File: src/hw/moctb_pkg.sv
// Package for the compare/PWM timer base: control layouts, codes, modes.
// Assumes every input except timeBaseClocks is synchronous to sys_clk.
`default_nettype none
package moctb_pkg;
	// Field positions of control_one_low, control_one_high and status_low
	localparam int CTL1L_CLKSEL_LSB = 8;
	localparam int CTL1L_WIDE_BIT = 5;
	localparam int CTL1L_CAPSEL_BIT = 4;
	localparam int CTL1H_START_ON_EVENT_ENABLE_BIT = 7;
	localparam int CTL1H_SRCSEL_LSB = 0;
	localparam int STAT_STARTED_BIT = 7;
	localparam int STAT_CLEAR_BIT = 5;

	typedef struct packed {
		logic [4:0] unusedHigh;
		logic [2:0] timeBaseSourceSelect;
		logic [1:0] unusedMid;
		logic wideCountEnable;
		logic captureFunctionSelect;
		logic [3:0] functionCode;
	} moctb_ctl_low_t;

	typedef struct packed {
		logic [7:0] unusedHigh;
		logic startOnEventEnable;
		logic [1:0] unusedMid;
		logic [4:0] sourceSelect;
	} moctb_ctl_high_t;

	typedef enum logic [1:0] {
		MODE_TIMER = 2'b00,
		MODE_CAPTURE = 2'b01,
		MODE_COMPARE = 2'b10,
		MODE_OFF = 2'b11
	} moctb_mode_t;

	localparam logic [2:0] CLK_SYSTEM = 3'h0;
	localparam logic [4:0] SRC_NONE = 5'h00;
	localparam logic [3:0] FN_TIMER = 4'h0;
	localparam logic [3:0] FN_HIGH = 4'h1;
	localparam logic [3:0] FN_LOW = 4'h2;
	localparam logic [3:0] FN_TOGGLE = 4'h3;
	localparam logic [3:0] FN_DUAL = 4'h4;
	localparam logic [3:0] FN_PWM = 4'h5;
	localparam logic [3:0] FN_CENTER = 4'h6;
	localparam logic [3:0] FN_VARFREQ = 4'h7;
	localparam logic [3:0] FN_EXTSRC = 4'hF;
	localparam logic [15:0] CNT_RESET = 16'h0000;
	localparam logic [15:0] CNT_LOW_MAX = 16'hFFFF;
endpackage : moctb_pkg
`default_nettype wire

File: src/hw/moctb_timer_base.sv
// Time base, sync/trigger and output compare logic of the timer module.
// Assumes control fields are held stable by software while in use.
`default_nettype none
module moctb_timer_base #(
	parameter bit MULTI_OUTPUT = 1'b1
) (
	input wire logic sys_clk,
	input wire logic rst_n,
	input wire moctb_pkg::moctb_ctl_low_t controlOneLow,
	input wire moctb_pkg::moctb_ctl_high_t controlOneHigh,
	input wire logic [15:0] periodLow,
	input wire logic [15:0] periodHigh,
	input wire logic [31:0] compareA,
	input wire logic [31:0] compareB,
	input wire logic [7:0] timeBaseClocks,
	input wire logic [31:0] syncSources,
	input wire logic startedStatusClear,
	output logic [15:0] counterLow,
	output logic [15:0] counterHigh,
	output logic startedStatus,
	output logic compareEventFlag,
	output logic syncOut,
	output logic compareOut,
	output moctb_pkg::moctb_mode_t activeMode
);
	logic [7:0] clkMeta_r;
	logic [7:0] clkSync_r;
	logic [7:0] clkPrev_r;
	logic [15:0] cntLow_r;
	logic [15:0] cntHigh_r;
	logic started_r;
	logic evtFlag_r;
	logic syncOut_r;
	logic cmpOut_r;
	logic [31:0] bufA_r;
	logic [31:0] bufB_r;
	moctb_pkg::moctb_mode_t mode;
	logic [2:0] clkSrc;
	logic [3:0] fnCode;
	logic wide;
	logic start_on_event_enable;
	logic tick;
	logic evt;
	logic cntClear;
	logic running;
	logic [15:0] perLowEff;
	logic [31:0] fullCount;
	logic [31:0] fullPeriod;
	logic lowWrap;
	logic highWrap;
	logic wideWrap;
	logic periodWrap;
	logic [31:0] cmpAEff;
	logic [31:0] cmpBEff;
	logic [31:0] timerValue;
	logic matchA;
	logic matchB;

	assign clkSrc = controlOneLow.timeBaseSourceSelect;
	assign fnCode = controlOneLow.functionCode;
	assign wide = controlOneLow.wideCountEnable;
	assign start_on_event_enable = controlOneHigh.startOnEventEnable;

	// Decode of the one active function; illegal combinations stop the block
	always_comb begin
		mode = moctb_pkg::MODE_OFF;
		if (controlOneLow.captureFunctionSelect) begin
			mode = moctb_pkg::MODE_CAPTURE;
		end else if (fnCode == moctb_pkg::FN_TIMER) begin
			mode = moctb_pkg::MODE_TIMER;
		end else begin
			unique case (fnCode)
				moctb_pkg::FN_HIGH, moctb_pkg::FN_LOW,
				moctb_pkg::FN_TOGGLE: begin
					mode = moctb_pkg::MODE_COMPARE;
				end
				moctb_pkg::FN_DUAL, moctb_pkg::FN_PWM,
				moctb_pkg::FN_VARFREQ, moctb_pkg::FN_EXTSRC: begin
					if (!wide) begin
						mode = moctb_pkg::MODE_COMPARE;
					end
				end
				moctb_pkg::FN_CENTER: begin
					if (!wide && MULTI_OUTPUT) begin
						mode = moctb_pkg::MODE_COMPARE;
					end
				end
				default: begin
					mode = moctb_pkg::MODE_OFF;
				end
			endcase
		end
	end

	// Two-stage synchroniser for the timeBaseClocks sources, then edge detect; the system clock source bypasses it
	always_ff @(posedge sys_clk) begin
		if (!rst_n) begin
			clkMeta_r <= 8'h00;
			clkSync_r <= 8'h00;
			clkPrev_r <= 8'h00;
		end else begin
			clkMeta_r <= timeBaseClocks;
			clkSync_r <= clkMeta_r;
			clkPrev_r <= clkSync_r;
		end
	end

	always_comb begin
		if (clkSrc == moctb_pkg::CLK_SYSTEM) begin
			tick = 1'b1;
		end else begin
			tick = clkSync_r[clkSrc] & ~clkPrev_r[clkSrc];
		end
	end

	// Source 00000 means free running with no sync input
	assign evt = (controlOneHigh.sourceSelect != moctb_pkg::SRC_NONE) &&
		syncSources[controlOneHigh.sourceSelect];

	// Started status: a trigger in the clear cycle wins
	always_ff @(posedge sys_clk) begin
		if (!rst_n) begin
			started_r <= 1'b0;
		end else if (!start_on_event_enable) begin
			started_r <= 1'b0;
		end else if (evt) begin
			started_r <= 1'b1;
		end else if (startedStatusClear) begin
			started_r <= 1'b0;
		end
	end

	assign cntClear = start_on_event_enable ? (!started_r || startedStatusClear)
		: evt;
	assign running = (mode != moctb_pkg::MODE_OFF) && !cntClear && tick;

	// Variable frequency mode takes its period from compare A
	assign perLowEff = (mode == moctb_pkg::MODE_COMPARE &&
		fnCode == moctb_pkg::FN_VARFREQ) ? compareA[15:0] : periodLow;
	assign fullCount = {cntHigh_r, cntLow_r};
	assign fullPeriod = {periodHigh, perLowEff};
	assign lowWrap = cntLow_r == perLowEff;
	assign highWrap = cntHigh_r == periodHigh;
	assign wideWrap = fullCount == fullPeriod;
	assign periodWrap = running && (wide ? wideWrap : lowWrap);

	// Counter pair: two 16-bit timers or one 32-bit timer
	always_ff @(posedge sys_clk) begin
		if (!rst_n) begin
			cntLow_r <= moctb_pkg::CNT_RESET;
			cntHigh_r <= moctb_pkg::CNT_RESET;
		end else if (mode == moctb_pkg::MODE_OFF || cntClear) begin
			cntLow_r <= moctb_pkg::CNT_RESET;
			cntHigh_r <= moctb_pkg::CNT_RESET;
		end else if (tick) begin
			if (wide) begin
				if (wideWrap) begin
					cntLow_r <= moctb_pkg::CNT_RESET;
					cntHigh_r <= moctb_pkg::CNT_RESET;
				end else begin
					cntLow_r <= cntLow_r + 16'h0001;
					if (cntLow_r == moctb_pkg::CNT_LOW_MAX) begin
						cntHigh_r <= cntHigh_r + 16'h0001;
					end
				end
			end else begin
				cntLow_r <= lowWrap ? moctb_pkg::CNT_RESET
					: cntLow_r + 16'h0001;
				cntHigh_r <= highWrap ? moctb_pkg::CNT_RESET
					: cntHigh_r + 16'h0001;
			end
		end
	end

	// Compare values, buffered ones reload at each period rollover
	always_ff @(posedge sys_clk) begin
		if (!rst_n) begin
			bufA_r <= 32'h00000000;
			bufB_r <= 32'h00000000;
		end else if (periodWrap || mode != moctb_pkg::MODE_COMPARE) begin
			bufA_r <= compareA;
			bufB_r <= compareB;
		end
	end

	always_comb begin
		cmpAEff = compareA;
		cmpBEff = compareB;
		if (fnCode == moctb_pkg::FN_PWM || fnCode == moctb_pkg::FN_CENTER) begin
			cmpAEff = bufA_r;
			cmpBEff = bufB_r;
		end
		if (!wide) begin
			cmpAEff = {16'h0000, cmpAEff[15:0]};
			cmpBEff = {16'h0000, cmpBEff[15:0]};
		end
	end

	assign timerValue = wide ? fullCount : {16'h0000, cntLow_r};
	assign matchA = running && timerValue == cmpAEff;
	assign matchB = running && timerValue == cmpBEff;

	// Sync output and compare event flag, one-cycle pulses
	always_ff @(posedge sys_clk) begin
		if (!rst_n) begin
			syncOut_r <= 1'b0;
			evtFlag_r <= 1'b0;
		end else begin
			syncOut_r <= periodWrap && mode != moctb_pkg::MODE_CAPTURE;
			unique case (mode)
				moctb_pkg::MODE_TIMER: begin
					evtFlag_r <= running && (wide ? wideWrap : highWrap);
				end
				moctb_pkg::MODE_COMPARE: begin
					evtFlag_r <= matchA || matchB;
				end
				moctb_pkg::MODE_CAPTURE, moctb_pkg::MODE_OFF: begin
					evtFlag_r <= 1'b0;
				end
			endcase
		end
	end

	// Compare output pin level
	always_ff @(posedge sys_clk) begin
		if (!rst_n || mode != moctb_pkg::MODE_COMPARE) begin
			cmpOut_r <= 1'b0;
		end else begin
			unique case (fnCode)
				moctb_pkg::FN_HIGH: if (matchA) cmpOut_r <= 1'b1;
				moctb_pkg::FN_LOW: if (matchA) cmpOut_r <= 1'b0;
				moctb_pkg::FN_TOGGLE: if (matchA) cmpOut_r <= !cmpOut_r;
				moctb_pkg::FN_DUAL, moctb_pkg::FN_PWM,
				moctb_pkg::FN_CENTER: begin
					if (matchA) begin
						cmpOut_r <= 1'b1;
					end else if (matchB) begin
						cmpOut_r <= 1'b0;
					end
				end
				moctb_pkg::FN_VARFREQ: if (periodWrap) cmpOut_r <= !cmpOut_r;
				moctb_pkg::FN_EXTSRC: cmpOut_r <= evt;
				default: cmpOut_r <= 1'b0;
			endcase
		end
	end

	assign counterLow = cntLow_r;
	assign counterHigh = cntHigh_r;
	assign startedStatus = started_r;
	assign compareEventFlag = evtFlag_r;
	assign syncOut = syncOut_r;
	assign compareOut = cmpOut_r;
	assign activeMode = mode;
endmodule : moctb_timer_base
`default_nettype wire

File: config.mk
export PLATFORM = sky130hd
export DESIGN_NAME = moctb_timer_base
export DESIGN_NICKNAME = d
export VERILOG_FILES = /design/src/hw/moctb_pkg.sv /design/src/hw/moctb_timer_base.sv
export SDC_FILE = /design/constraint.sdc
export NUM_CORES = 1
export LEC_CHECK = 0
export BUFFER_PORTS_ARGS = -buffer_cell sky130_fd_sc_hd__clkbuf_2
export CORE_MARGIN = 10
export CORE_UTILIZATION = 40
export CTS_BUF_LIST = sky130_fd_sc_hd__clkbuf_4
export DETAILED_ROUTE_END_ITERATION = 7
export GPL_ROUTABILITY_DRIVEN = 0
export RECOVER_POWER = 100
export REMOVE_ABC_BUFFERS = 1
export SLEW_MARGIN = 10
export SYNTH_ARGS = -nofsm -noshare
export SYNTH_HDL_FRONTEND = slang
export SYNTH_SLANG_ARGS = --single-unit
File: constraint.sdc
create_clock -name sys_clk -period 5 [get_ports sys_clk]
set_clock_uncertainty 0.2 [all_clocks]
set_input_delay 0.25 -clock sys_clk [delete_from_list [all_inputs] [get_ports sys_clk]]
set_output_delay 0.25 -clock sys_clk [all_outputs]
set_load 0.02 [all_outputs]
==> results of run 1 <==
-- final cells by class --
type	instances	area share, %
multi-input combinational	653	49.2
sequential	121	25.4
timing repair buffer	273	18.1
tap	234	3.07
inverter	45	1.77
clock buffer	17	1.34
clock inverter	15	1.17
-- cell families (layout without fill, tap and decap cells) --
logic type | count (synthesis) | after routing
buffers and inverters | 109 | 350
flip-flops | 121 | 121
XOR/XNOR | 119 | 119
multiplexers | 85 | 85
AND/OR/NAND/NOR | 324 | 324
AO/OA/AOI/OAI | 122 | 122
adder cells (fa/ha/maj) | 3 | 3
-- stage by stage --
stage	util [%]	std cells
floorplan	-	819
global placement	46.1	1251
detailed placement	46.1	1251
CTS	51.4	1358
global route	51.0	1358
finish	51.0	1358
-- what timing repair did --
item | in CTS | in global routing
resized for setup | 0 | 0
hold buffers | 75 | 0
hold endpoints to repair | 74 | 0
-- critical path, cell delays in order --
cell and delay (ns):
dlygate4sd3_1 0.54, clkbuf_1 0.27, xnor2_1 0.25, nor2_1 0.81
clkbuf_1 0.43, o21ai_0 0.18, a32o_1 0.23, nor4_1 0.29
nand4b_1 0.30, or4b_1 0.58, a311oi_1 0.30, a211oi_1 0.07
-- metal layers --
| layer | global-route usage (%) | vias to the layer above | routed length, um |
|---|---|---|---|
| met5 | 0 | - | 0 |
| met4 | 4.41 | 0 | 250 |
| met3 | 4.78 | 19 | 1540 |
| met2 | 33.4 | 215 | 12000 |
| met1 | 23.4 | 3398 | 10500 |
| li1 | - | 3538 | - |
-- cell usage after synthesis, types with 3 or more instances --
cell type  number  area, sq um
xor2_1         60          526
a21o_1          5         37.5
nor2b_1        68          425
o2111ai_1       4         35.0
nand2_1        47          176
buf_8           6         90.1
and2_1         29          181
o21ai_0        21          105
nor4b_1         3         26.3
nand4_1         7         43.8
buf_2          10         50.1
nand2b_1       10         62.6
mux2_2          3         33.8
and3_1          6         37.5
o221ai_1        8         70.1
mux2i_1        75          751
nor2_1         54          203
a221oi_1        5         43.8
dfxtp_1       121         2420
inv_1          45          169
xnor2_1        59          517
nor3_1         23          115
a222oi_1        6         60.1
o22ai_1        10         62.6
o211ai_1        6         45.0
a32o_1          3         30.0
nor4_1         23          144
a21oi_1        17         85.1
nand3_1        31          155
mux4_2          7          158
clkbuf_1       45          169
a211oi_1        4         30.0
a22oi_1         3         22.5
a2111oi_0       4         35.0
or3_1           3         18.8
-- power by group --
part	total [W]	internal [W]	leakage, nW	switching (W)
sequential	0.00103	0.00101	0.995	0.0000276
clock	0.000621	0.000236	0.129	0.000385
combinational	0.000410	0.000214	3.00	0.000197
-- registers in the layout, summed over array words and instances (netlist names) --
register / cells
counterLow: 16
bufB_r: 32
syncOut: 1
bufA_r: 32
counterHigh: 16
clkSync_r: 7
compareEventFlag: 1
clkMeta_r: 7
compareOut: 1
clkPrev_r: 7
startedStatus: 1
-- worst max-delay path by stage --
| stage | start | endpoint | slack (ns) | cells after the start |
|---|---|---|---|---|
| 3_3_place_gp | controlOneLow[1] | compareOut | 1.10 | 11 |
| 6_report | controlOneLow[0] | compareOut | 0.70 | 12 |
| 2_1_floorplan | controlOneLow[3] | bufA_r[7] | -1.85 | 9 |
| 5_1_grt | controlOneLow[0] | counterHigh[7] | 0.45 | 11 |
| 4_1_cts | controlOneLow[0] | compareOut | 1.09 | 12 |
| 3_5_place_dp | controlOneLow[1] | compareOut | 1.06 | 11 |
==> impl_metrics.csv, run 1 <==
group,metric,value,unit
status,status,"complete, but fails checks",
status,violations,"max-capacitance violations, max-slew violations",
sta,maxSlewViolCount,89,
sta,finalCriticalPeriod,4.30,ns
sta,worstMarginPinSlew,3.25,ns
route,via_per_inst,5.28,
sta,slew_headroom,-117,%
layout,regArea,2420,sq um
worst_setup_path,startpoint_type,"primary input",
layout,finish.net_count,1284,
worst_setup_path,crit_path_end_kind,"flip-flop",
die,io_pins,209,
route,vias,7170,
sta,final.setup.tns,0,ns
global_route,grtUsageTotal,19.2,%
worst_setup_path,critPathMaxFanout,10,
yosys,synth_top_family_by_area,"simple AND/OR/NAND/NOR gates",
route,drtAntennaViolNets,0,
yosys,synth-seq-cells,121,
placement,place_ws,1.06,ns
route,first_iter_violations,361,
cts,cts_root_buffer,"clkbuf_4",
global_route,grt_pass1_wl,38500,um
cts,numClockSinks,121,
yosys,syn_area,7630,sq um
sta,setup_viol_count_final,0,
cts,htreeDepth,4,
min_path,holdPathStages,4,
power_and_ir_drop,p_total,0.00207,W
sta,timing.final.crit_share,86.0,%
die,initial_core_util,40.8,%
cts,cts-buffers-inserted,17,
sta,rsz0062_at_grt,"no",
die,die-area,25000,sq um
layout,drive_gt1_share,18.4,%
placement,portBuffers,189,
cts,clockBufferDepth,2,
worst_setup_path,reg2reg_to,"counterHigh[13]",
yosys,synthSimpleGateAreaFrac,23.4,%
sta,hold_ws,0.0600,ns
layout,final_common_cell,"clkbuf_2",
layout,final_cell_mix,"clkbuf_2, dfxtp_1, mux2i_1, dlygate4sd3_1, nor2b_1",
global_route,grt_max_degree,89,
global_route,antenna_found_initial,0,
yosys,yosys.cell_types.count,72,
cts,cts_tree,"done",
yosys,synth_adder_area_share,0.459,%
min_path,min-delay-path-class,"primary input to flip-flop",
layout,area_growth,25.0,%
power_and_ir_drop,leakagePower,4.12,nW
global_route,grt_overflow,0,
cts,clk_latency,0.53,ns
flow_run,cap_violations,2,
yosys,synth-main-ff-cell,"dfxtp_1",
worst_setup_path,crit_arrival,4.51,ns
global_route,grt_pass1_vias,7437,
layout,multi_input_area,4690,sq um
die,rows,50,
min_path,worstHoldEndpoint,"compareEventFlag",
worst_setup_path,reg2reg_depth,9,
worst_setup_path,r2r_slack,1.29,ns
die,die_x,158,um
yosys,synth_xor_area_share,13.7,%
yosys,synth.yosys.seq_area_share,31.8,%
worst_setup_path,required,5.21,ns
worst_setup_path,rr_startpoint,"counterLow[7]",
die,die_h,158,um
layout,fill_cells,1852,
yosys,avgSynthCellArea,8.64,sq um
sta,hold_violations,0,
worst_setup_path,worstSetupPathType,"primary input to flip-flop",
route,drc,0,
cts,cts.clk_slew.worst_paths,0.10,ns
sta,fin_ws,0.699,ns
power_and_ir_drop,ir_worst_vdd,0.116,mV
yosys,yosys-mux-area-fraction,12.4,%
die,coreArea,18700,sq um
yosys,ys_warn_count,0,
cts,cts_setup_buffers,0,
layout,n_antenna_cell,0,
route,drt_pre_antenna_iters,5,
yosys,synthCells,883,
route,wl_per_cell,17.9,um
placement,dpl_cell_area,8620,sq um
route,drt-total-wl,24300,um
layout,postLayoutCellArea,9530,sq um
placement,dp_hpwl,17900,um
sta,fmax,233,MHz
min_path,hp-start,"controlOneLow[1]",
yosys,async_reset_ff_share,0,%
yosys,synth_edf_count,0,
power_and_ir_drop,p_per_area,217,nW/um^2
yosys,synth_compound_area_share,11.7,%
Note: power is estimated with default switching activity, not from simulation.
==> run 2, diff against run 1 <==
--- a/config.mk
+++ b/config.mk
@@ -8,12 +8,10 @@
 export BUFFER_PORTS_ARGS = -buffer_cell sky130_fd_sc_hd__clkbuf_2
 export CORE_MARGIN = 10
 export CORE_UTILIZATION = 40
-export CTS_BUF_LIST = sky130_fd_sc_hd__clkbuf_4
 export DETAILED_ROUTE_END_ITERATION = 7
 export GPL_ROUTABILITY_DRIVEN = 0
 export RECOVER_POWER = 100
 export REMOVE_ABC_BUFFERS = 1
-export SLEW_MARGIN = 10
 export SYNTH_ARGS = -nofsm -noshare
 export SYNTH_HDL_FRONTEND = slang
 export SYNTH_SLANG_ARGS = --single-unit
==> impl_metrics.csv, run 2 (synthesis results as in run 1) <==
group,metric,value,unit
cts,clockBufferDepth,2,
route,drc,0,
route,met2_length,12100,um
die,io_pins,209,
cts,cts_root_buffer,"clkbuf_16",
placement,portBuffers,189,
die,initial_core_util,40.8,%
worst_setup_path,critPathMaxFanout,64,
layout,area_growth,28.4,%
placement,place_ws,1.06,ns
worst_setup_path,path_depth,10,
cts,numClockSinks,121,
worst_setup_path,cp_top_family,"buffers and inverters",
placement,dp_hpwl,17900,um
worst_setup_path,cp.buffers_inverters,2,
worst_setup_path,worstSetupPathType,"flip-flop to flip-flop",
route,wl_per_cell,18.0,um
worst_setup_path,reg2reg_to,"bufA_r[21]",
layout,postLayoutCellArea,9790,sq um
worst_setup_path,cpPeakStageDelay,1.05,ns
sta,setup_viol_count_final,0,
sta,fmax,244,MHz
worst_setup_path,startpoint_type,"flip-flop",
global_route,grtUsageTotal,19.4,%
sta,maxSlewViolCount,89,
worst_setup_path,rr_startpoint,"counterLow[7]",
route,via_per_inst,5.29,
sta,fin_ws,0.910,ns
die,coreArea,18700,sq um
route,first_iter_violations,401,
power_and_ir_drop,ir_worst_vdd,0.225,mV
route,drt_pre_antenna_iters,5,
placement,dpl_cell_area,8620,sq um
worst_setup_path,crit_arrival,4.19,ns
cts,ctsResizeCount,0,
flow_run,cap_violations,1,
worst_setup_path,reg2reg_depth,10,
min_path,hp-start,"compareB[11]",
route,drtAntennaViolNets,0,
status,status,"complete, but fails checks",
die,die_x,158,um
worst_setup_path,crit_end,"bufA_r[21]",
global_route,grt_max_degree,89,
cts,cts_tree,"done",
cts,cts-buffers-inserted,17,
sta,final.setup.tns,0,ns
placement,place_inst,1251,
route,wl_met1,10300,um
route,wl_met3,1640,um
sta,hold_violations,0,
layout,n_antenna_cell,0,
global_route,grt_pass1_vias,7441,
layout,finish.net_count,1277,
sta,slew_headroom,-119,%
sta,timing.final.crit_share,81.8,%
route,drt-total-wl,24400,um
layout,final_common_cell,"clkbuf_2",
sta,hold_ws,0.0248,ns
global_route,grt_overflow,0,
power_and_ir_drop,leakagePower,4.24,nW
sta,worstMarginPinSlew,3.28,ns
global_route,antenna_found_initial,0,
layout,fin_cells,1351,
sta,finalCriticalPeriod,4.09,ns
cts,htreeDepth,4,
status,violations,"max-capacitance violations, max-slew violations",
die,rows,50,
min_path,min-delay-path-class,"primary input to flip-flop",
route,vias,7151,
power_and_ir_drop,p_per_area,268,nW/um^2
cts,cts.clk_slew.worst_paths,0.06,ns
layout,reg_top3,"bufA_r x32, bufB_r x32",
worst_setup_path,crit_path_end_kind,"flip-flop",
die,die_h,158,um
worst_setup_path,critPathSlowestCell,"clkbuf_4",
cts,clk_latency,0.42,ns
worst_setup_path,cp-startpoint,"counterLow[7]",
layout,drive_gt1_share,19.1,%
route,highest_layer,"met4",
die,die-area,25000,sq um
global_route,grt_pass1_wl,38800,um
worst_setup_path,required,5.10,ns
worst_setup_path,r2r_slack,0.91,ns
worst_setup_path,path_cells,"inv_1, a222oi_1, nand4_1, a32o_1, nor4_4, nand3_2, o31ai_1, clkbuf_4, mux2i_1, nor2b_1",
sta,rsz0062_at_grt,"no",
layout,final_cell_mix,"clkbuf_2, dfxtp_1, mux2i_1, nor2b_1, dlygate4sd3_1",
run 2: cell types whose count changed in the layout (fill, tap and decap cells not counted), sizes merged:
cell	previous run	this run
dlygate4sd3	75	68
clkinv	11	8
clkbuf	208	211
run 2: report_power, final:
part	internal [W]	switching [W]	leakage (nW)
registers	0.00101	0.0000277	0.995
clock network	0.000717	0.000461	0.277
logic	0.000212	0.000195	2.97
total	0.00194	0.000684	4.24
run 2: worst min path at each step:
stage,depth (start not counted),endpoint,slack (ns)
finish,4,bufB_r[11],0.02
global route,4,bufB_r[23],0.06
CTS,4,startedStatus,0.01
detailed placement,1,clkSync_r[5],0.22
global placement,1,clkSync_r[6],0.21
floorplan,2,startedStatus,0.17
run 2: metal layers:
layer | track usage (%) | vias up
met3 | 4.69 | 27
met2 | 33.7 | 227
met5 | 0 | -
met4 | 5.12 | 0
met1 | 23.4 | 3367
li1 | - | 3530
run 2: tightest hold or removal path: cells and delay by family:
family	cells	cell delay (ns)
AND/OR/NAND/NOR	1	0.14
buffers and inverters	2	0.15
multiplexers	1	0.05
run 2: stage by stage:
stage,total power [W],util (%)
after global placement,0.00141,46.1
after floorplan,0.00127,-
after CTS,0.00264,52.8
final,0.00262,52.3
after global routing,0.00274,52.3
after detailed placement,0.00142,46.1
run 2: timing repair:
action                    4_1_cts  5_1_grt
setup buffers                   0        0
hold buffers                   68        0
hold endpoints to repair       68        0
run 2: final cells by class:
| type | count | area [sq um] |
|---|---|---|
| Tap cell | 234 | 293 |
| Clock inverter | 12 | 100 |
| Timing Repair Buffer | 266 | 1640 |
| Fill cell | 1820 | 8920 |
| Clock buffer | 20 | 467 |
| Inverter | 45 | 169 |
| Sequential cell | 121 | 2420 |
| Multi-Input combinational cell | 653 | 4690 |
==> run 3, diff against run 2 <==
==> constraint.sdc (replaced) <==
create_clock -name sys_clk -period 4.21 [get_ports sys_clk]
set_clock_uncertainty 0.2 [all_clocks]
set_input_delay 0.2105 -clock sys_clk [delete_from_list [all_inputs] [get_ports sys_clk]]
set_output_delay 0.2105 -clock sys_clk [all_outputs]
set_load 0.02 [all_outputs]
==> impl_metrics.csv, run 3 (synthesis results as in run 1) <==
group,metric,value,unit
placement,portBuffers,189,
sta,setup_viol_count_final,0,
layout,final_common_cell,"clkbuf_2",
worst_setup_path,cp.buffers_inverters,2,
route,vias,7103,
worst_setup_path,cpPeakStageDelay,0.57,ns
cts,clockBufferDepth,2,
cts,cts_root_buffer,"clkbuf_16",
layout,final_cell_mix,"clkbuf_2, dfxtp_1, mux2i_1, dlygate4sd3_1, nor2b_1",
global_route,antenna_found_initial,0,
layout,regArea,2420,sq um
die,coreArea,18700,sq um
cts,cts_tree,"done",
power_and_ir_drop,p_per_area,331,nW/um^2
layout,reg_top3,"bufA_r x32, bufB_r x32",
layout,postLayoutCellArea,9980,sq um
flow_run,cap_violations,1,
route,drtAntennaViolNets,0,
worst_setup_path,required,4.30,ns
layout,area_growth,30.9,%
cts,cts.clk_slew.worst_paths,0.05,ns
layout,multi_input_area,4700,sq um
sta,fmax,271,MHz
worst_setup_path,path_cells,"inv_1, a222oi_1, nand4_1, a32o_1, nor4_4, nand3_1, o31ai_4, buf_12, mux2i_1, nor2b_1",
route,first_iter_violations,477,
cts,clk_latency,0.42,ns
global_route,grt_overflow,0,
route,via_per_inst,5.22,
layout,n_antenna_cell,0,
cts,cts_setup_buffers,0,
layout,fin_cells,1361,
die,rows,50,
min_path,min-delay-path-class,"primary input to flip-flop",
sta,timing.final.crit_share,87.7,%
global_route,grtUsageTotal,19.5,%
die,die_h,158,um
placement,place_ws,0.414,ns
sta,maxSlewViolCount,88,
route,drc,0,
sta,slew_headroom,-108,%
sta,fin_ws,0.518,ns
route,drt-total-wl,24200,um
status,violations,"max-capacitance violations, max-slew violations",
sta,hold_ws,0.0340,ns
die,initial_core_util,40.8,%
worst_setup_path,critPathSlowestCell,"dfxtp_1",
cts,htreeDepth,4,
die,io_pins,209,
sta,rsz0062_at_grt,"no",
layout,fill_cells,1780,
sta,finalCriticalPeriod,3.69,ns
cts,numClockSinks,121,
route,wl_per_cell,17.8,um
die,die-area,25000,sq um
power_and_ir_drop,leakagePower,4.34,nW
layout,drive_gt1_share,19.3,%
sta,worstMarginPinSlew,3.11,ns
sta,hold_violations,0,
global_route,grt_pass1_vias,7333,
placement,dp_hpwl,18100,um
die,die_x,158,um
worst_setup_path,worstSetupPathType,"flip-flop to flip-flop",
global_route,grt_pass1_wl,38700,um
route,drt_pre_antenna_iters,7,
status,status,"complete, but fails checks",
cts,cts-buffers-inserted,17,
worst_setup_path,crit_arrival,3.78,ns
layout,finalCoreUtilization,53.4,%
placement,dpl_cell_area,8690,sq um
placement,place_inst,1259,
power_and_ir_drop,ir_worst_vdd,0.253,mV
global_route,grt_max_degree,88,
worst_setup_path,startpoint_type,"flip-flop",
layout,finish.net_count,1288,
worst_setup_path,crit_path_end_kind,"flip-flop",
worst_setup_path,critPathMaxFanout,36,
worst_setup_path,cp_top_family,"compound AO/OA/AOI/OAI gates",
[run 3: through the flow]
stage               TNS [ns]  total power (W)
floorplan            -162.54          0.00151
global placement           0          0.00168
detailed placement         0          0.00169
CTS                        0          0.00333
global route               0          0.00344
finish                     0          0.00330
[run 3: where the power goes]
part | switching [W] | total [W] | internal [W]
clock network | 0.000517 | 0.00158 | 0.00106
logic | 0.000233 | 0.000488 | 0.000255
registers | 0.0000337 | 0.00123 | 0.00120
[run 3: final timing paths]
path	from	end	slack, ns	depth (start not counted)
setup / recovery	counterLow[0]	bufA_r[15]	0.52	10
hold / removal	controlOneLow[4]	syncOut	0.03	3
setup reg to reg	counterLow[0]	bufA_r[15]	0.52	10
hold reg to reg	clkMeta_r[2]	clkSync_r[2]	0.23	1
[run 3: repair_timing]
action / 4_1_cts / 5_1_grt
gates resized for setup: 0 / 0
endpoints found under the hold margin: 70 / 0
hold buffers: 71 / 0
[run 3: cell type report]
type,instances,share of cell area [%]
Clock inverter,7,1.38
Tap cell,234,2.93
Timing Repair Buffer,277,17.6
Sequential cell,121,24.3
Inverter,45,1.69
Clock buffer,24,5.03
Multi-Input combinational cell,653,47.1
[run 3: worst min-delay path: cells and delay by family]
family	cells	cell delay, ns
buffers and inverters	1	0.16
AND/OR/NAND/NOR	2	0.23
[run 3: layer usage]
| layer | up-vias | routed length (um) | GRT usage, % |
|---|---|---|---|
| met5 | - | 0 | 0 |
| li1 | 3552 | - | - |
| met1 | 3307 | 10600 | 24.2 |
| met4 | 0 | 200 | 4.10 |
| met2 | 227 | 11800 | 32.9 |
| met3 | 17 | 1670 | 5.48 |
